<file path="src/hw/synth_ctrl_pkg.sv">
package synth_ctrl_pkg;

	// ****************************************************************
	// word framing
	// ****************************************************************
	localparam int WORD_W = 32;
	localparam int ADDR_W = 3;
	localparam logic [ADDR_W-1:0] ADDR_REG0 = 3'h0;
	localparam logic [ADDR_W-1:0] ADDR_REG2 = 3'h2;
	localparam logic [ADDR_W-1:0] ADDR_REG3 = 3'h3;
	localparam logic [ADDR_W-1:0] ADDR_REG4 = 3'h4;

	// ****************************************************************
	// register 4 fields that this block tracks
	// ****************************************************************
	localparam int OUT_DIV_MSB = 22;
	localparam int OUT_DIV_LSB = 20;
	localparam int MUTE_LOCK_BIT = 10;
	localparam logic [2:0] OUT_DIV_RESET = 3'h0;
	localparam logic MUTE_LOCK_RESET = 1'b0;

	// ****************************************************************
	// field codes
	// ****************************************************************
	localparam logic [1:0] NOISE_CODE_LOW = 2'h0;
	localparam logic [1:0] NOISE_CODE_SPUR1 = 2'h2;
	localparam logic [1:0] NOISE_CODE_SPUR2 = 2'h3;
	localparam logic [1:0] TMODE_CODE_MUTE = 2'h0;
	localparam logic [1:0] TMODE_CODE_FAST = 2'h1;
	localparam logic [1:0] TMODE_CODE_PHASE = 2'h2;
	localparam logic [3:0] MUX_HIGH_Z = 4'h0;
	localparam logic [3:0] MUX_DRIVE_HIGH = 4'h1;
	localparam logic [3:0] MUX_DRIVE_LOW = 4'h2;
	localparam logic [3:0] MUX_REF_DIV = 4'h3;
	localparam logic [3:0] MUX_FB_HALF = 4'h4;
	localparam logic [3:0] MUX_ANALOG_LOCK = 4'h5;
	localparam logic [3:0] MUX_DIGITAL_LOCK = 4'h6;
	localparam logic [3:0] MUX_SYNC_IN = 4'h7;
	localparam logic [3:0] MUX_READBACK = 4'hC;

	// lock qualification length in timing-divider ticks
	localparam logic [7:0] LOCK_DELAY_TICKS = 8'h10;

	// ****************************************************************
	// types
	// ****************************************************************
	typedef enum logic [1:0] {NOISE_LOW, NOISE_SPUR_ONE, NOISE_SPUR_TWO} noise_mode_t;
	typedef enum logic [1:0] {TMODE_MUTE_DELAY, TMODE_FAST_LOCK, TMODE_PHASE_ADJ, TMODE_OFF} timing_mode_t;

	typedef struct packed {
		logic             lock_speed_select;
		logic [1:0]       modulator_noise_mode;
		logic [2:0]       pin_select_low;
		logic             reference_doubler_enable;
		logic             reference_halve_enable;
		logic [9:0]       ref_divide;
		logic             buffered_update_enable;
		logic [3:0]       pump_current_code;
		logic             lock_function_select;
		logic             lock_window_select;
		logic             detector_polarity;
		logic             device_power_down;
		logic             pump_high_z;
		logic             counter_reset;
		logic [ADDR_W-1:0] addr;
	} ref_word_t;

	typedef struct packed {
		logic [5:0]       osc_select;
		logic             auto_select_disable;
		logic             auto_select_temp_comp;
		logic [4:0]       reserved;
		logic             cycle_slip_reduce;
		logic             lock_indicate_delay;
		logic [1:0]       timing_divider_mode;
		logic [11:0]      timing_divider_value;
		logic [ADDR_W-1:0] addr;
	} osc_word_t;

	localparam ref_word_t REF_WORD_RESET = ref_word_t'(32'h00004042);
	localparam osc_word_t OSC_WORD_RESET = osc_word_t'(32'h0000000B);

	typedef struct packed {
		logic        lock_speed_select;
		noise_mode_t noise_mode;
		logic        reference_doubler_enable;
		logic        reference_halve_enable;
		logic [9:0]  ref_divide;
		logic        buffered_update_enable;
		logic [3:0]  pump_current_code;
		logic [4:0]  pump_current_units;
		logic        lock_function_select;
		logic        lock_window_select;
		logic        detector_polarity;
		logic        device_power_down;
		logic        pump_high_z;
		logic        counter_reset;
	} ref_ctrl_t;

	typedef struct packed {
		logic [5:0]   manual_osc_select;
		logic         manual_osc_active;
		logic         auto_oscillator_select;
		logic         auto_select_temp_comp;
		logic         cycle_slip_reduce;
		logic         lock_indicate_delay;
		timing_mode_t timing_divider_mode;
		logic [11:0]  timing_divider_value;
	} osc_ctrl_t;

endpackage : synth_ctrl_pkg

</file>
<file path="src/hw/synth_control_regs_two_three.sv">
// Function
// low three bits route word to register
// noise field: 00 low-noise, 10/11 low-spur
// pin selector: three bits here, msb elsewhere
// selector codes 0000-0100: z, high, low, dividers
// codes 0101-0111, 1100: locks, sync, readback
// bit 25 enables reference doubler
// bit 24 enables reference halving
// reference divide staged until register 0 write
// bit 13 turns buffered update on
// pump current code staged, current one plus code
// lock function and lock window select bits
// bit 6 detector polarity, positive by default
// bit 4 pump high-z, bit 5 power down
// bit 3 holds counters in reset
// manual oscillator select only when auto disabled
// bit 25 disables automatic oscillator selection
// bit 24 enables auto-select temperature compensation
// bit 18 enables cycle-slip reduction
// bit 17 delays lock feeding mute function; the code applies the delay only in mute-delay divider mode
// divider mode: mute delay, fast-lock, phase adjust
// twelve-bit timing divider value, zero unused
// output divider staged only when buffered update
// host programs everything twice, 20ms apart
// mute-until-locked silences outputs until lock
// host avoids reserved codes and reserved bits
`timescale 1ns/100ps
`default_nettype none

module synth_control_regs_two_three
(
	// clock and reset
	input  wire logic                      mclk_in,
	input  wire logic                      rst_n_in,
	// serial programming port
	input  wire logic                      ser_clk_in,
	input  wire logic                      ser_data_in,
	input  wire logic                      ser_load_in,
	// multiplexed pin
	input  wire logic                      mux_pin_in,
	output logic                           mux_pin_out,
	output logic                           mux_pin_oe_out,
	// device-side sources
	input  wire logic                      mux_msb_in,
	input  wire logic                      ref_div_in,
	input  wire logic                      fb_div_in,
	input  wire logic                      analog_lock_in,
	input  wire logic                      lock_indication_in,
	input  wire logic [31:0]               readback_word_in,
	// controls
	output synth_ctrl_pkg::ref_ctrl_t      ref_ctrl_out,
	output synth_ctrl_pkg::osc_ctrl_t      osc_ctrl_out,
	output logic [2:0]                     out_div_ratio_out,
	output logic                           mute_until_locked_out,
	output logic                           rf_mute_out,
	output logic                           timing_tick_out,
	output logic                           sync_out
);
	import synth_ctrl_pkg::*;

	// ****************************************************************
	// serial capture
	// ****************************************************************
	logic              sclk_q_r;
	logic              load_q_r;
	logic [WORD_W-1:0] shift_r;
	logic              sclk_rise;
	logic              sclk_fall;
	logic              load_rise;
	logic              wr_reg0;
	logic              wr_reg2;
	logic              wr_reg3;
	logic              wr_reg4;

	assign sclk_rise = ser_clk_in & ~sclk_q_r;
	assign sclk_fall = ~ser_clk_in & sclk_q_r;
	assign load_rise = ser_load_in & ~load_q_r;

	always_ff @(posedge mclk_in)
	begin
		if (!rst_n_in)
		begin
			sclk_q_r <= 1'b0;
			load_q_r <= 1'b0;
		end
		else
		begin
			sclk_q_r <= ser_clk_in;
			load_q_r <= ser_load_in;
		end
	end

	// msb first; bits clocked while load is high are ignored
	always_ff @(posedge mclk_in)
	begin
		if (!rst_n_in)
			shift_r <= 32'h00000000;
		else if (sclk_rise && !ser_load_in)
			shift_r <= {shift_r[WORD_W-2:0], ser_data_in};
	end

	// words for registers 1, 5 and above are dropped here
	always_comb
	begin
		wr_reg0 = 1'b0;
		wr_reg2 = 1'b0;
		wr_reg3 = 1'b0;
		wr_reg4 = 1'b0;
		if (!load_rise)
			wr_reg0 = 1'b0;
		else if (shift_r[ADDR_W-1:0] == ADDR_REG0)
			wr_reg0 = 1'b1;
		else if (shift_r[ADDR_W-1:0] == ADDR_REG2)
			wr_reg2 = 1'b1;
		else if (shift_r[ADDR_W-1:0] == ADDR_REG3)
			wr_reg3 = 1'b1;
		else if (shift_r[ADDR_W-1:0] == ADDR_REG4)
			wr_reg4 = 1'b1;
	end

	// ****************************************************************
	// register words and double buffers
	// ****************************************************************
	ref_word_t  ref_word_r;
	osc_word_t  osc_word_r;
	logic [9:0] ref_divide_act_r;
	logic [3:0] pump_code_act_r;
	logic [2:0] out_div_stage_r;
	logic [2:0] out_div_act_r;
	logic       mute_lock_r;

	always_ff @(posedge mclk_in)
	begin
		if (!rst_n_in)
			ref_word_r <= REF_WORD_RESET;
		else if (wr_reg2)
			ref_word_r <= ref_word_t'(shift_r);
	end

	always_ff @(posedge mclk_in)
	begin
		if (!rst_n_in)
			osc_word_r <= OSC_WORD_RESET;
		else if (wr_reg3)
			osc_word_r <= osc_word_t'(shift_r);
	end

	// a staged zero divide is unused, so the old divide stays
	always_ff @(posedge mclk_in)
	begin
		if (!rst_n_in)
		begin
			ref_divide_act_r <= REF_WORD_RESET.ref_divide;
			pump_code_act_r <= REF_WORD_RESET.pump_current_code;
		end
		else if (wr_reg0)
		begin
			if (ref_word_r.ref_divide != 10'h000)
				ref_divide_act_r <= ref_word_r.ref_divide;
			pump_code_act_r <= ref_word_r.pump_current_code;
		end
	end

	always_ff @(posedge mclk_in)
	begin
		if (!rst_n_in)
		begin
			out_div_stage_r <= OUT_DIV_RESET;
			out_div_act_r <= OUT_DIV_RESET;
			mute_lock_r <= MUTE_LOCK_RESET;
		end
		else if (wr_reg4)
		begin
			out_div_stage_r <= shift_r[OUT_DIV_MSB:OUT_DIV_LSB];
			if (!ref_word_r.buffered_update_enable)
				out_div_act_r <= shift_r[OUT_DIV_MSB:OUT_DIV_LSB];
			mute_lock_r <= shift_r[MUTE_LOCK_BIT];
		end
		// a held value is released even if buffering was switched off since;
		// unbuffered writes keep stage and active equal, so this is harmless then
		else if (wr_reg0)
			out_div_act_r <= out_div_stage_r;
	end

	// ****************************************************************
	// decoded controls
	// ****************************************************************
	ref_ctrl_t ref_ctrl_nxt;
	osc_ctrl_t osc_ctrl_nxt;

	always_comb
	begin
		ref_ctrl_nxt.lock_speed_select = ref_word_r.lock_speed_select;
		// reserved noise code keeps the quiet setting
		case (ref_word_r.modulator_noise_mode)
			NOISE_CODE_SPUR1: ref_ctrl_nxt.noise_mode = NOISE_SPUR_ONE;
			NOISE_CODE_SPUR2: ref_ctrl_nxt.noise_mode = NOISE_SPUR_TWO;
			default:          ref_ctrl_nxt.noise_mode = NOISE_LOW;
		endcase
		ref_ctrl_nxt.reference_doubler_enable = ref_word_r.reference_doubler_enable;
		ref_ctrl_nxt.reference_halve_enable = ref_word_r.reference_halve_enable;
		ref_ctrl_nxt.ref_divide = ref_divide_act_r;
		ref_ctrl_nxt.buffered_update_enable = ref_word_r.buffered_update_enable;
		ref_ctrl_nxt.pump_current_code = pump_code_act_r;
		ref_ctrl_nxt.pump_current_units = {1'b0, pump_code_act_r} + 5'h01;
		ref_ctrl_nxt.lock_function_select = ref_word_r.lock_function_select;
		ref_ctrl_nxt.lock_window_select = ref_word_r.lock_window_select;
		ref_ctrl_nxt.detector_polarity = ref_word_r.detector_polarity;
		ref_ctrl_nxt.device_power_down = ref_word_r.device_power_down;
		ref_ctrl_nxt.pump_high_z = ref_word_r.pump_high_z;
		ref_ctrl_nxt.counter_reset = ref_word_r.counter_reset;
	end

	always_comb
	begin
		osc_ctrl_nxt.manual_osc_select = osc_word_r.osc_select;
		osc_ctrl_nxt.manual_osc_active = osc_word_r.auto_select_disable;
		osc_ctrl_nxt.auto_oscillator_select = ~osc_word_r.auto_select_disable;
		osc_ctrl_nxt.auto_select_temp_comp = osc_word_r.auto_select_temp_comp;
		osc_ctrl_nxt.cycle_slip_reduce = osc_word_r.cycle_slip_reduce;
		osc_ctrl_nxt.lock_indicate_delay = osc_word_r.lock_indicate_delay;
		case (osc_word_r.timing_divider_mode)
			TMODE_CODE_MUTE:  osc_ctrl_nxt.timing_divider_mode = TMODE_MUTE_DELAY;
			TMODE_CODE_FAST:  osc_ctrl_nxt.timing_divider_mode = TMODE_FAST_LOCK;
			TMODE_CODE_PHASE: osc_ctrl_nxt.timing_divider_mode = TMODE_PHASE_ADJ;
			default:          osc_ctrl_nxt.timing_divider_mode = TMODE_OFF;
		endcase
		osc_ctrl_nxt.timing_divider_value = osc_word_r.timing_divider_value;
	end

	always_ff @(posedge mclk_in)
	begin
		if (!rst_n_in)
		begin
			ref_ctrl_out <= '0;
			osc_ctrl_out <= '0;
			out_div_ratio_out <= OUT_DIV_RESET;
			mute_until_locked_out <= MUTE_LOCK_RESET;
		end
		else
		begin
			ref_ctrl_out <= ref_ctrl_nxt;
			osc_ctrl_out <= osc_ctrl_nxt;
			out_div_ratio_out <= out_div_act_r;
			mute_until_locked_out <= mute_lock_r;
		end
	end

	// ****************************************************************
	// timing divider and lock qualification
	// ****************************************************************
	logic       tick;
	logic [7:0] lock_count_r;
	logic       delay_active;
	logic       lock_qualified;

	timing_divider u_timing_divider
	(
		.mclk_in   (mclk_in),
		.rst_n_in  (rst_n_in),
		.enable_in (osc_ctrl_nxt.timing_divider_mode != TMODE_OFF),
		.divide_in (osc_word_r.timing_divider_value),
		.tick_out  (tick)
	);

	assign delay_active = osc_word_r.lock_indicate_delay &&
		(osc_ctrl_nxt.timing_divider_mode == TMODE_MUTE_DELAY);

	// lock must hold for a whole run of ticks, so with the lock delay active a flickering lock never unmutes
	always_ff @(posedge mclk_in)
	begin
		if (!rst_n_in)
			lock_count_r <= 8'h00;
		else if (!lock_indication_in)
			lock_count_r <= 8'h00;
		else if (tick && lock_count_r != LOCK_DELAY_TICKS)
			lock_count_r <= lock_count_r + 8'h01;
	end

	assign lock_qualified = delay_active ? (lock_count_r == LOCK_DELAY_TICKS) : lock_indication_in;

	always_ff @(posedge mclk_in)
	begin
		if (!rst_n_in)
		begin
			rf_mute_out <= 1'b0;
			timing_tick_out <= 1'b0;
		end
		else
		begin
			rf_mute_out <= mute_lock_r & ~lock_qualified;
			timing_tick_out <= tick;
		end
	end

	// ****************************************************************
	// multiplexed pin
	// ****************************************************************
	logic [3:0]        mux_sel;
	logic              fb_q_r;
	logic              fb_half_r;
	logic [WORD_W-1:0] rb_shift_r;
	logic              mux_pin_nxt;
	logic              mux_oe_nxt;

	assign mux_sel = {mux_msb_in, ref_word_r.pin_select_low};

	always_ff @(posedge mclk_in)
	begin
		if (!rst_n_in)
		begin
			fb_q_r <= 1'b0;
			fb_half_r <= 1'b0;
		end
		else
		begin
			fb_q_r <= fb_div_in;
			if (fb_div_in && !fb_q_r)
				fb_half_r <= ~fb_half_r;
		end
	end

	// readback word is latched at load and shifted out on falling serial clock
	always_ff @(posedge mclk_in)
	begin
		if (!rst_n_in)
			rb_shift_r <= 32'h00000000;
		else if (load_rise && mux_sel == MUX_READBACK)
			rb_shift_r <= readback_word_in;
		else if (sclk_fall && !ser_load_in)
			rb_shift_r <= {rb_shift_r[WORD_W-2:0], 1'b0};
	end

	always_comb
	begin
		mux_pin_nxt = 1'b0;
		mux_oe_nxt = 1'b1;
		case (mux_sel)
			MUX_HIGH_Z:       mux_oe_nxt = 1'b0;
			MUX_DRIVE_HIGH:   mux_pin_nxt = 1'b1;
			MUX_DRIVE_LOW:    mux_pin_nxt = 1'b0;
			MUX_REF_DIV:      mux_pin_nxt = ref_div_in;
			MUX_FB_HALF:      mux_pin_nxt = fb_half_r;
			MUX_ANALOG_LOCK:  mux_pin_nxt = analog_lock_in;
			MUX_DIGITAL_LOCK: mux_pin_nxt = lock_indication_in;
			MUX_SYNC_IN:      mux_oe_nxt = 1'b0;
			MUX_READBACK:     mux_pin_nxt = rb_shift_r[WORD_W-1];
			// reserved codes leave the pin undriven
			default:          mux_oe_nxt = 1'b0;
		endcase
	end

	always_ff @(posedge mclk_in)
	begin
		if (!rst_n_in)
		begin
			mux_pin_out <= 1'b0;
			mux_pin_oe_out <= 1'b0;
			sync_out <= 1'b0;
		end
		else
		begin
			mux_pin_out <= mux_pin_nxt;
			mux_pin_oe_out <= mux_oe_nxt;
			sync_out <= (mux_sel == MUX_SYNC_IN) & mux_pin_in;
		end
	end

endmodule : synth_control_regs_two_three

`default_nettype wire

</file>
<file path="src/hw/timing_divider.sv">
`timescale 1ns/100ps
`default_nettype none

module timing_divider
(
	// clock and reset
	input  wire logic        mclk_in,
	input  wire logic        rst_n_in,
	// control
	input  wire logic        enable_in,
	input  wire logic [11:0] divide_in,
	// tick
	output logic             tick_out
);
	import synth_ctrl_pkg::*;

	logic [11:0] count_r;

	// a zero divide is unused, so no tick is produced
	always_ff @(posedge mclk_in)
	begin
		if (!rst_n_in)
		begin
			count_r <= 12'h000;
			tick_out <= 1'b0;
		end
		else if (!enable_in || divide_in == 12'h000)
		begin
			count_r <= 12'h000;
			tick_out <= 1'b0;
		end
		else if (count_r >= divide_in - 12'h001)
		begin
			count_r <= 12'h000;
			tick_out <= 1'b1;
		end
		else
		begin
			count_r <= count_r + 12'h001;
			tick_out <= 1'b0;
		end
	end

endmodule : timing_divider

`default_nettype wire

</file>
<file path="config.mk">
export PLATFORM = sky130hd
export DESIGN_NAME = synth_control_regs_two_three
export DESIGN_NICKNAME = d
export VERILOG_FILES = /design/src/hw/synth_ctrl_pkg.sv /design/src/hw/synth_control_regs_two_three.sv /design/src/hw/timing_divider.sv
export SDC_FILE = /design/constraint.sdc
export NUM_CORES = 1
export LEC_CHECK = 0
export BUFFER_PORTS_ARGS = -buffer_cell sky130_fd_sc_hd__buf_2
export CORE_ASPECT_RATIO = 1.2
export CORE_MARGIN = 2
export CORE_UTILIZATION = 45
export CTS_CLUSTER_SIZE = 8
export DETAILED_ROUTE_END_ITERATION = 7
export GPL_TIMING_DRIVEN = 0
export SLEW_MARGIN = 0
export SYNTH_ARGS = -nofsm -noshare
export SYNTH_HDL_FRONTEND = slang
export SYNTH_HIERARCHICAL = 1
export SYNTH_SLANG_ARGS = --single-unit
</file>
<file path="constraint.sdc">
create_clock -name mclk_in -period 3 [get_ports mclk_in]
set_input_delay 0.3 -clock mclk_in [delete_from_list [all_inputs] [get_ports mclk_in]]
set_output_delay 0.3 -clock mclk_in [all_outputs]
set_load 0.005 [all_outputs]
</file>
==> impl_metrics.py, run 1 <==
metrics = {
    "route": {
        "drtAntennaViolNets": 0,
        "drt_iter0_markers": 305,
        "routed_wl_mm": 21.3,
        "vias_per_cell": 5.04,
        "firstDrtPassIters": 4,
        "wire_per_inst_um": 15.6,
        "vias": 6884,
        "drc": 0,
    },
    "logic_synthesis": {
        "synth_edf_count": 0,
        "synth.distinct_cells": 50,
        "async_flop_share_pct": 0,
        "synth_top_area_share_pct": 51.3,
        "netlist_area_mm2": 0.00890,
        "synth-seq-cells": 228,
        "synthTopCellsByArea": "dfxtp_1 51%, nand2_1 10%, a21boi_0 7.7%",
        "yosys-top-cells-count": "246 x nand2_1, 228 x dfxtp_1, 91 x a21boi_0, 52 x and2_1, 37 x clkbuf_1",
        "syn-instance-count": 957,
        "yosys_warnings": 6,
        "synth.most_common_cell": "nand2_1",
        "synthesis.nets": 1017,
        "avgSynthCellArea_um2": 9.30,
        "yosys.area.top_type": "dfxtp_1",
        "ys_seq_area_share_pct": 51.3,
        "synth_ff_type": "dfxtp_1",
    },
    "power": {
        "peakVddDrop_mv": 0.379,
        "finalPower_uw": 6530,
        "leakagePower_uw": 0.00459,
        "p_per_area_mw_per_mm2": 611,
    },
    "sta": {
        "slew_headroom_pct": 49.8,
        "worstMarginPinSlew_ns": 0.753,
        "slew_violations": 0,
        "setup_viol": 0,
        "final-hold-violation-count": 0,
        "finClkSkew_ns": 0.0169,
        "setup_tns_ns": 0,
        "min_period_ns": 2.84,
        "rsz0062_at_grt": "no",
        "finalCritPeriodShare_pct": 94.7,
        "fmax_mhz": 352,
    },
    "final_layout": {
        "final_nets": 1161,
        "drive_above_1_share_pct": 16.1,
        "fin_cells": 1365,
        "design_area_mm2": 0.0107,
        "final_util_pct": 54.9,
        "area.growth.synth_to_final_pct": 20.1,
    },
    "placed_design": {
        "place_congestion": 0.802,
        "dp_cells": 1324,
        "dp_hpwl_mm": 14.9,
        "postPlaceCellArea_mm2": 0.00976,
        "portBuffers": 106,
    },
    "worst_setup_path": {
        "cpPeakStageDelay_ns": 0.42,
        "cp.arrival_ns": 3.25,
        "crit_path_max_fanout": 10,
        "crit_chain": "inv_2 -> ha_2 -> nor3b_4 -> nand2_1 -> or4_1 -> xor2_1 -> ha_1 -> a21oi_1 -> nand2_1 -> a221o_1 -> buf_4 -> nor3_1",
        "endpoint_kind": "flop",
        "cpMaxStageDelayCell": "or4_1",
        "crit_buf_inv": 2,
        "cpLargestDelayFamily": "simple AND/OR/NAND/NOR gates",
        "crit_required_ns": 3.40,
        "worstSetupStartpointType": "flop",
        "path_class": "flop to flop",
        "crit_top_cell": "nand2_1",
    },
    "global_route": {
        "overflow": 0,
        "grt_max_degree": 11,
        "first_global_vias": 6499,
        "grt_pass1_wl_mm": 33.8,
        "track_usage_pct": 20.3,
        "antenna_found_initial": 0,
    },
    "die": {
        "coreArea_mm2": 0.0195,
        "initial_core_util_pct": 45.7,
        "die_y_um": 158,
        "die_area_mm2": 0.0209,
        "ios": 108,
        "row_count": 56,
        "die_w_um": 132,
    },
    "run_status": {
        "status": "finished clean",
    },
    "clock_tree": {
        "clockBufferDepth": 3,
        "cts_max_level": 2,
        "cts-root-buf": "clkbuf_16",
        "hold_buffers": 0,
        "path_clk_slew_ns": 0.05,
        "cts_buffers": 34,
        "cts_tree": "yes",
        "cts.sinks": 228,
        "clkLatencyLatePin_ns": 0.49,
    },
    "flow_run": {
        "cap_violations": 0,
    },
    "worst_hold_path": {
        "hp-class": "input port to flop",
    },
}
cell families (layout without fill, tap and decap cells):
| kind of cell | after synthesis | in the layout | synth area share, % |
|---|---|---|---|
| adder cells (fa/ha/maj) | 17 | 17 | 2.39 |
| AO/OA/AOI/OAI | 159 | 159 | 13.9 |
| XOR/XNOR | 29 | 29 | 2.85 |
| other | 0 | 1 | 0 |
| buffers and inverters | 81 | 227 | 4.27 |
| AND/OR/NAND/NOR | 409 | 409 | 21.5 |
| multiplexers | 34 | 34 | 3.82 |
| flip-flops | 228 | 228 | 51.3 |
worst reg2reg max path: cells and delay by family, from the launching register on:
family          cells  cell delay, ns
fa+ha+maj           2            0.51
simple gates        5            0.98
buf+inv             2            0.26
flops               1            0.35
xor+xnor            1            0.16
compound gates      2            0.50
power by group:
group	total, µW	switching (µW)	internal, µW	leakage, µW
Sequential	3060	8.50	3050	0.00184
Clock	3270	1230	2040	0.000441
Combinational	196	121	75.7	0.00231
metal layers:
layer,global-route usage [%],wire (µm),up-vias
met4,6.81,474,0
met3,3.65,967,41
met2,34.2,10000,154
met5,0,0,-
met1,26.3,9780,3216
li1,-,-,3473
metrics by stage:
stage,hold slack (ns),worst slack (ns)
after floorplan,0.400,0.274
final,0.0371,0.159
after detailed placement,0.420,-0.0744
after CTS,0.0233,0.000412
after global placement,0.417,-0.0479
after global routing,0.0400,0.0100
placed cells by master, fill, tap and decap left out, types with 6 or more instances in the layout:
cell       count
inv_1         20
nor2_1        23
nor3_1        16
mux2i_1       34
dfxtp_1      227
buf_6          7
nand2_1      246
nor3b_1        7
a21boi_0      91
nor4_1         6
xor2_1        11
ha_1          16
clkbuf_16     35
o211a_1       34
a21oi_1        6
buf_2        116
clkbuf_1      38
xnor2_1       18
o21ai_0       13
nand3_1       26
and2_1        52
state kept, by name, summed over array words and instances, names as in the netlist, 10 cells and up:
name                      count
osc_ctrl_nxt                 22
ref_ctrl_nxt                 10
u_timing_divider/count_r     12
ref_word_r                   16
ref_divide_act_r             10
shift_r                      32
osc_ctrl_out                 25
rb_shift_r                   32
ref_ctrl_out                 31
area by class of cell:
class	count	area [µm²]
Timing Repair Buffer	108	546
Sequential cell	228	4570
Inverter	21	78.8
Fill cell	1879	8790
Tap cell	261	327
Buffer	60	307
Multi-Input combinational cell	648	3970
Clock buffer	36	880
Clock inverter	2	13.8
Antenna cell	1	2.50
worst paths after layout:
check,from,end,slack (ns),cells past startpoint
max,osc_ctrl_nxt[0]$_SDFFE_PN1P_,u_timing_divider/count_r[10]$_SDFF_PP0_,0.16,12
min,fb_div_in,fb_q_r$_SDFF_PN0_,0.04,2
max reg2reg,osc_ctrl_nxt[0]$_SDFFE_PN1P_,u_timing_divider/count_r[10]$_SDFF_PP0_,0.16,12
min reg2reg,ref_divide_act_r[3]$_SDFFE_PN0P_,ref_ctrl_out[19]$_SDFF_PN0_,0.43,2
timing repair:
action	CTS	global route
pin swaps	0	1
setup buffers	1	1
gates resized for setup	3	4
setup endpoints to repair	10	10
Note: power is estimated with default switching activity, not from simulation.
==> inputs of run 2 (changes only) <==
--- a/config.mk
+++ b/config.mk
@@ -8,7 +8,7 @@
 export BUFFER_PORTS_ARGS = -buffer_cell sky130_fd_sc_hd__buf_2
 export CORE_ASPECT_RATIO = 1.2
 export CORE_MARGIN = 2
-export CORE_UTILIZATION = 45
+export CORE_UTILIZATION = 42
 export CTS_CLUSTER_SIZE = 8
 export DETAILED_ROUTE_END_ITERATION = 7
 export GPL_TIMING_DRIVEN = 0
==> run 2 against run 1 <==
  * Final cell count up 0.44%
  * Setup slack lost 0.012 ns
  * Non-clock buffer count is 1 lower
  * Hold slack hardly changed
  * Total power is 1.2% higher
  * Utilization decreased by 3.5 points
  * Register-to-register slack is essentially flat
  * Die area is 6.9% higher
  * Global-route usage fell by 1.0 points
  * Sequential cell count is the same
  * Via count fell by 1.0%
  * Sequential share of layout area shrank 0.23 points
  * Critical path type unchanged
  * Largest cell class unchanged
  * Highest routed layer unchanged
==> impl_metrics.py, run 2 (synthesis gave the netlist of run 1 again) <==
metrics = {
    "sta": {
        "setup_viol": 0,
        "slew_headroom_pct": 52.1,
        "worstMarginPinSlew_ns": 0.718,
        "fmax_mhz": 350,
        "worst_slack_ns": 0.147,
        "rsz0062_at_grt": "no",
        "slew_violations": 0,
        "final-hold-violation-count": 0,
        "hold_ws_ns": 0.0371,
        "finClkSkew_ns": 0.00803,
        "setup_tns_ns": 0,
        "finalCritPeriodShare_pct": 95.1,
        "min_period_ns": 2.85,
    },
    "run_status": {
        "status": "finished clean",
    },
    "route": {
        "wire_per_inst_um": 15.6,
        "vias": 6814,
        "routed_wl_mm": 21.3,
        "drc": 0,
        "drt_iter0_markers": 363,
        "firstDrtPassIters": 5,
        "vias_per_cell": 4.97,
        "drtAntennaViolNets": 0,
    },
    "global_route": {
        "antenna_found_initial": 0,
        "grt_max_degree": 11,
        "first_global_vias": 6610,
        "overflow": 0,
        "grt_pass1_wl_mm": 34.0,
        "track_usage_pct": 19.3,
    },
    "clock_tree": {
        "cts-root-buf": "clkbuf_16",
        "clkLatencyLatePin_ns": 0.49,
        "cts_max_level": 2,
        "path_clk_slew_ns": 0.05,
        "clockBufferDepth": 3,
        "cts_tree": "yes",
        "cts.sinks": 228,
        "hold_buffers": 0,
        "cts_buffers": 34,
    },
    "final_layout": {
        "drive_above_1_share_pct": 16.3,
        "multi_input_area_mm2": 0.00401,
        "final_nets": 1160,
        "design_area_mm2": 0.0107,
        "top_regs": "rb_shift_r (32), shift_r (32), ref_ctrl_out (31)",
        "fillerInstances": 2020,
        "layout_common_cells": "246 x nand2_1, 227 x dfxtp_1, 116 x buf_2",
        "area.growth.synth_to_final_pct": 20.7,
        "final_common_cell": "nand2_1",
        "antenna_cells": 0,
        "ff_latch_area_mm2": 0.00457,
    },
    "power": {
        "peakVddDrop_mv": 0.391,
        "leakagePower_uw": 0.00461,
        "p_per_area_mw_per_mm2": 615,
        "finalPower_uw": 6610,
    },
    "die": {
        "ios": 108,
        "row_count": 58,
        "die_w_um": 137,
        "coreArea_mm2": 0.0209,
        "initial_core_util_pct": 42.6,
        "die_area_mm2": 0.0224,
        "die_y_um": 163,
    },
    "worst_setup_path": {
        "crit_required_ns": 3.37,
        "worstSetupStartpointType": "flop",
        "crit_path_max_fanout": 10,
        "rr_worst_depth": 12,
        "endpoint_kind": "flop",
        "cp.arrival_ns": 3.22,
        "path_class": "flop to flop",
    },
    "flow_run": {
        "cap_violations": 0,
    },
    "worst_hold_path": {
        "hold_depth": 2,
        "hp-class": "input port to flop",
    },
    "placed_design": {
        "place_congestion": 0.826,
        "postPlaceCellArea_mm2": 0.00977,
        "portBuffers": 106,
        "dp_hpwl_mm": 15.1,
        "post-place-ws_ns": -0.116,
    },
}
-- run 2: report_power, final --
group / internal (µW) / total (µW) / switching (µW)
logic: 75.8 / 198 / 122
registers: 3050 / 3060 / 8.38
clock network: 2130 / 3350 / 1230
total: 5250 / 6610 / 1360
-- run 2: path summary, 6_finish.rpt --
path         slack [ns]                                     end                        startpoint
max                0.15  u_timing_divider/count_r[9]$_SDFF_PP0_      osc_ctrl_nxt[0]$_SDFFE_PN1P_
min                0.04                       fb_q_r$_SDFF_PN0_                         fb_div_in
max reg2reg        0.15  u_timing_divider/count_r[9]$_SDFF_PP0_      osc_ctrl_nxt[0]$_SDFFE_PN1P_
min reg2reg        0.44             ref_ctrl_out[21]$_SDFF_PN0_  ref_divide_act_r[5]$_SDFFE_PN0P_
-- run 2: stage by stage --
step	utilization, %	instances
final	51.4	1371
after global routing	51.4	1371
after global placement	46.7	1333
after detailed placement	46.7	1333
after floorplan	-	957
after CTS	51.2	1371
-- run 2: critical path: stages, from the launching register on --
cell and delay, ns:
dfxtp_2 0.35, inv_1 0.09, ha_1 0.19, nor3b_4 0.22, nand2_1 0.09, or4_4 0.46
xor2_4 0.18, ha_4 0.29, and4_1 0.21, nand4_1 0.13, o21ai_1 0.23, buf_4 0.23
nor3_1 0.07
-- run 2: routing by layer --
metal | track usage, % | up-vias | routed length, µm
met5 | 0 | - | 0
met4 | 5.20 | 0 | 339
met3 | 3.41 | 28 | 928
met2 | 33.1 | 108 | 10500
met1 | 24.8 | 3206 | 9580
li1 | - | 3472 | -
-- run 2: final cells by class --
type | count | area share [%]
tap | 270 | 3.14
clock inverter | 2 | 0.361
multi-input combinational | 648 | 37.3
timing repair buffer | 107 | 5.01
clock buffer | 35 | 8.15
inverter | 21 | 0.733
buffer | 60 | 2.85
sequential | 228 | 42.5
-- run 2: repair_timing --
action                                  4_1_cts  5_1_grt
pin swaps                                     0        1
hold endpoints to repair                      0        0
endpoints found under the setup margin       10       12
resized for setup                             3        8
buffers inserted                              1        0
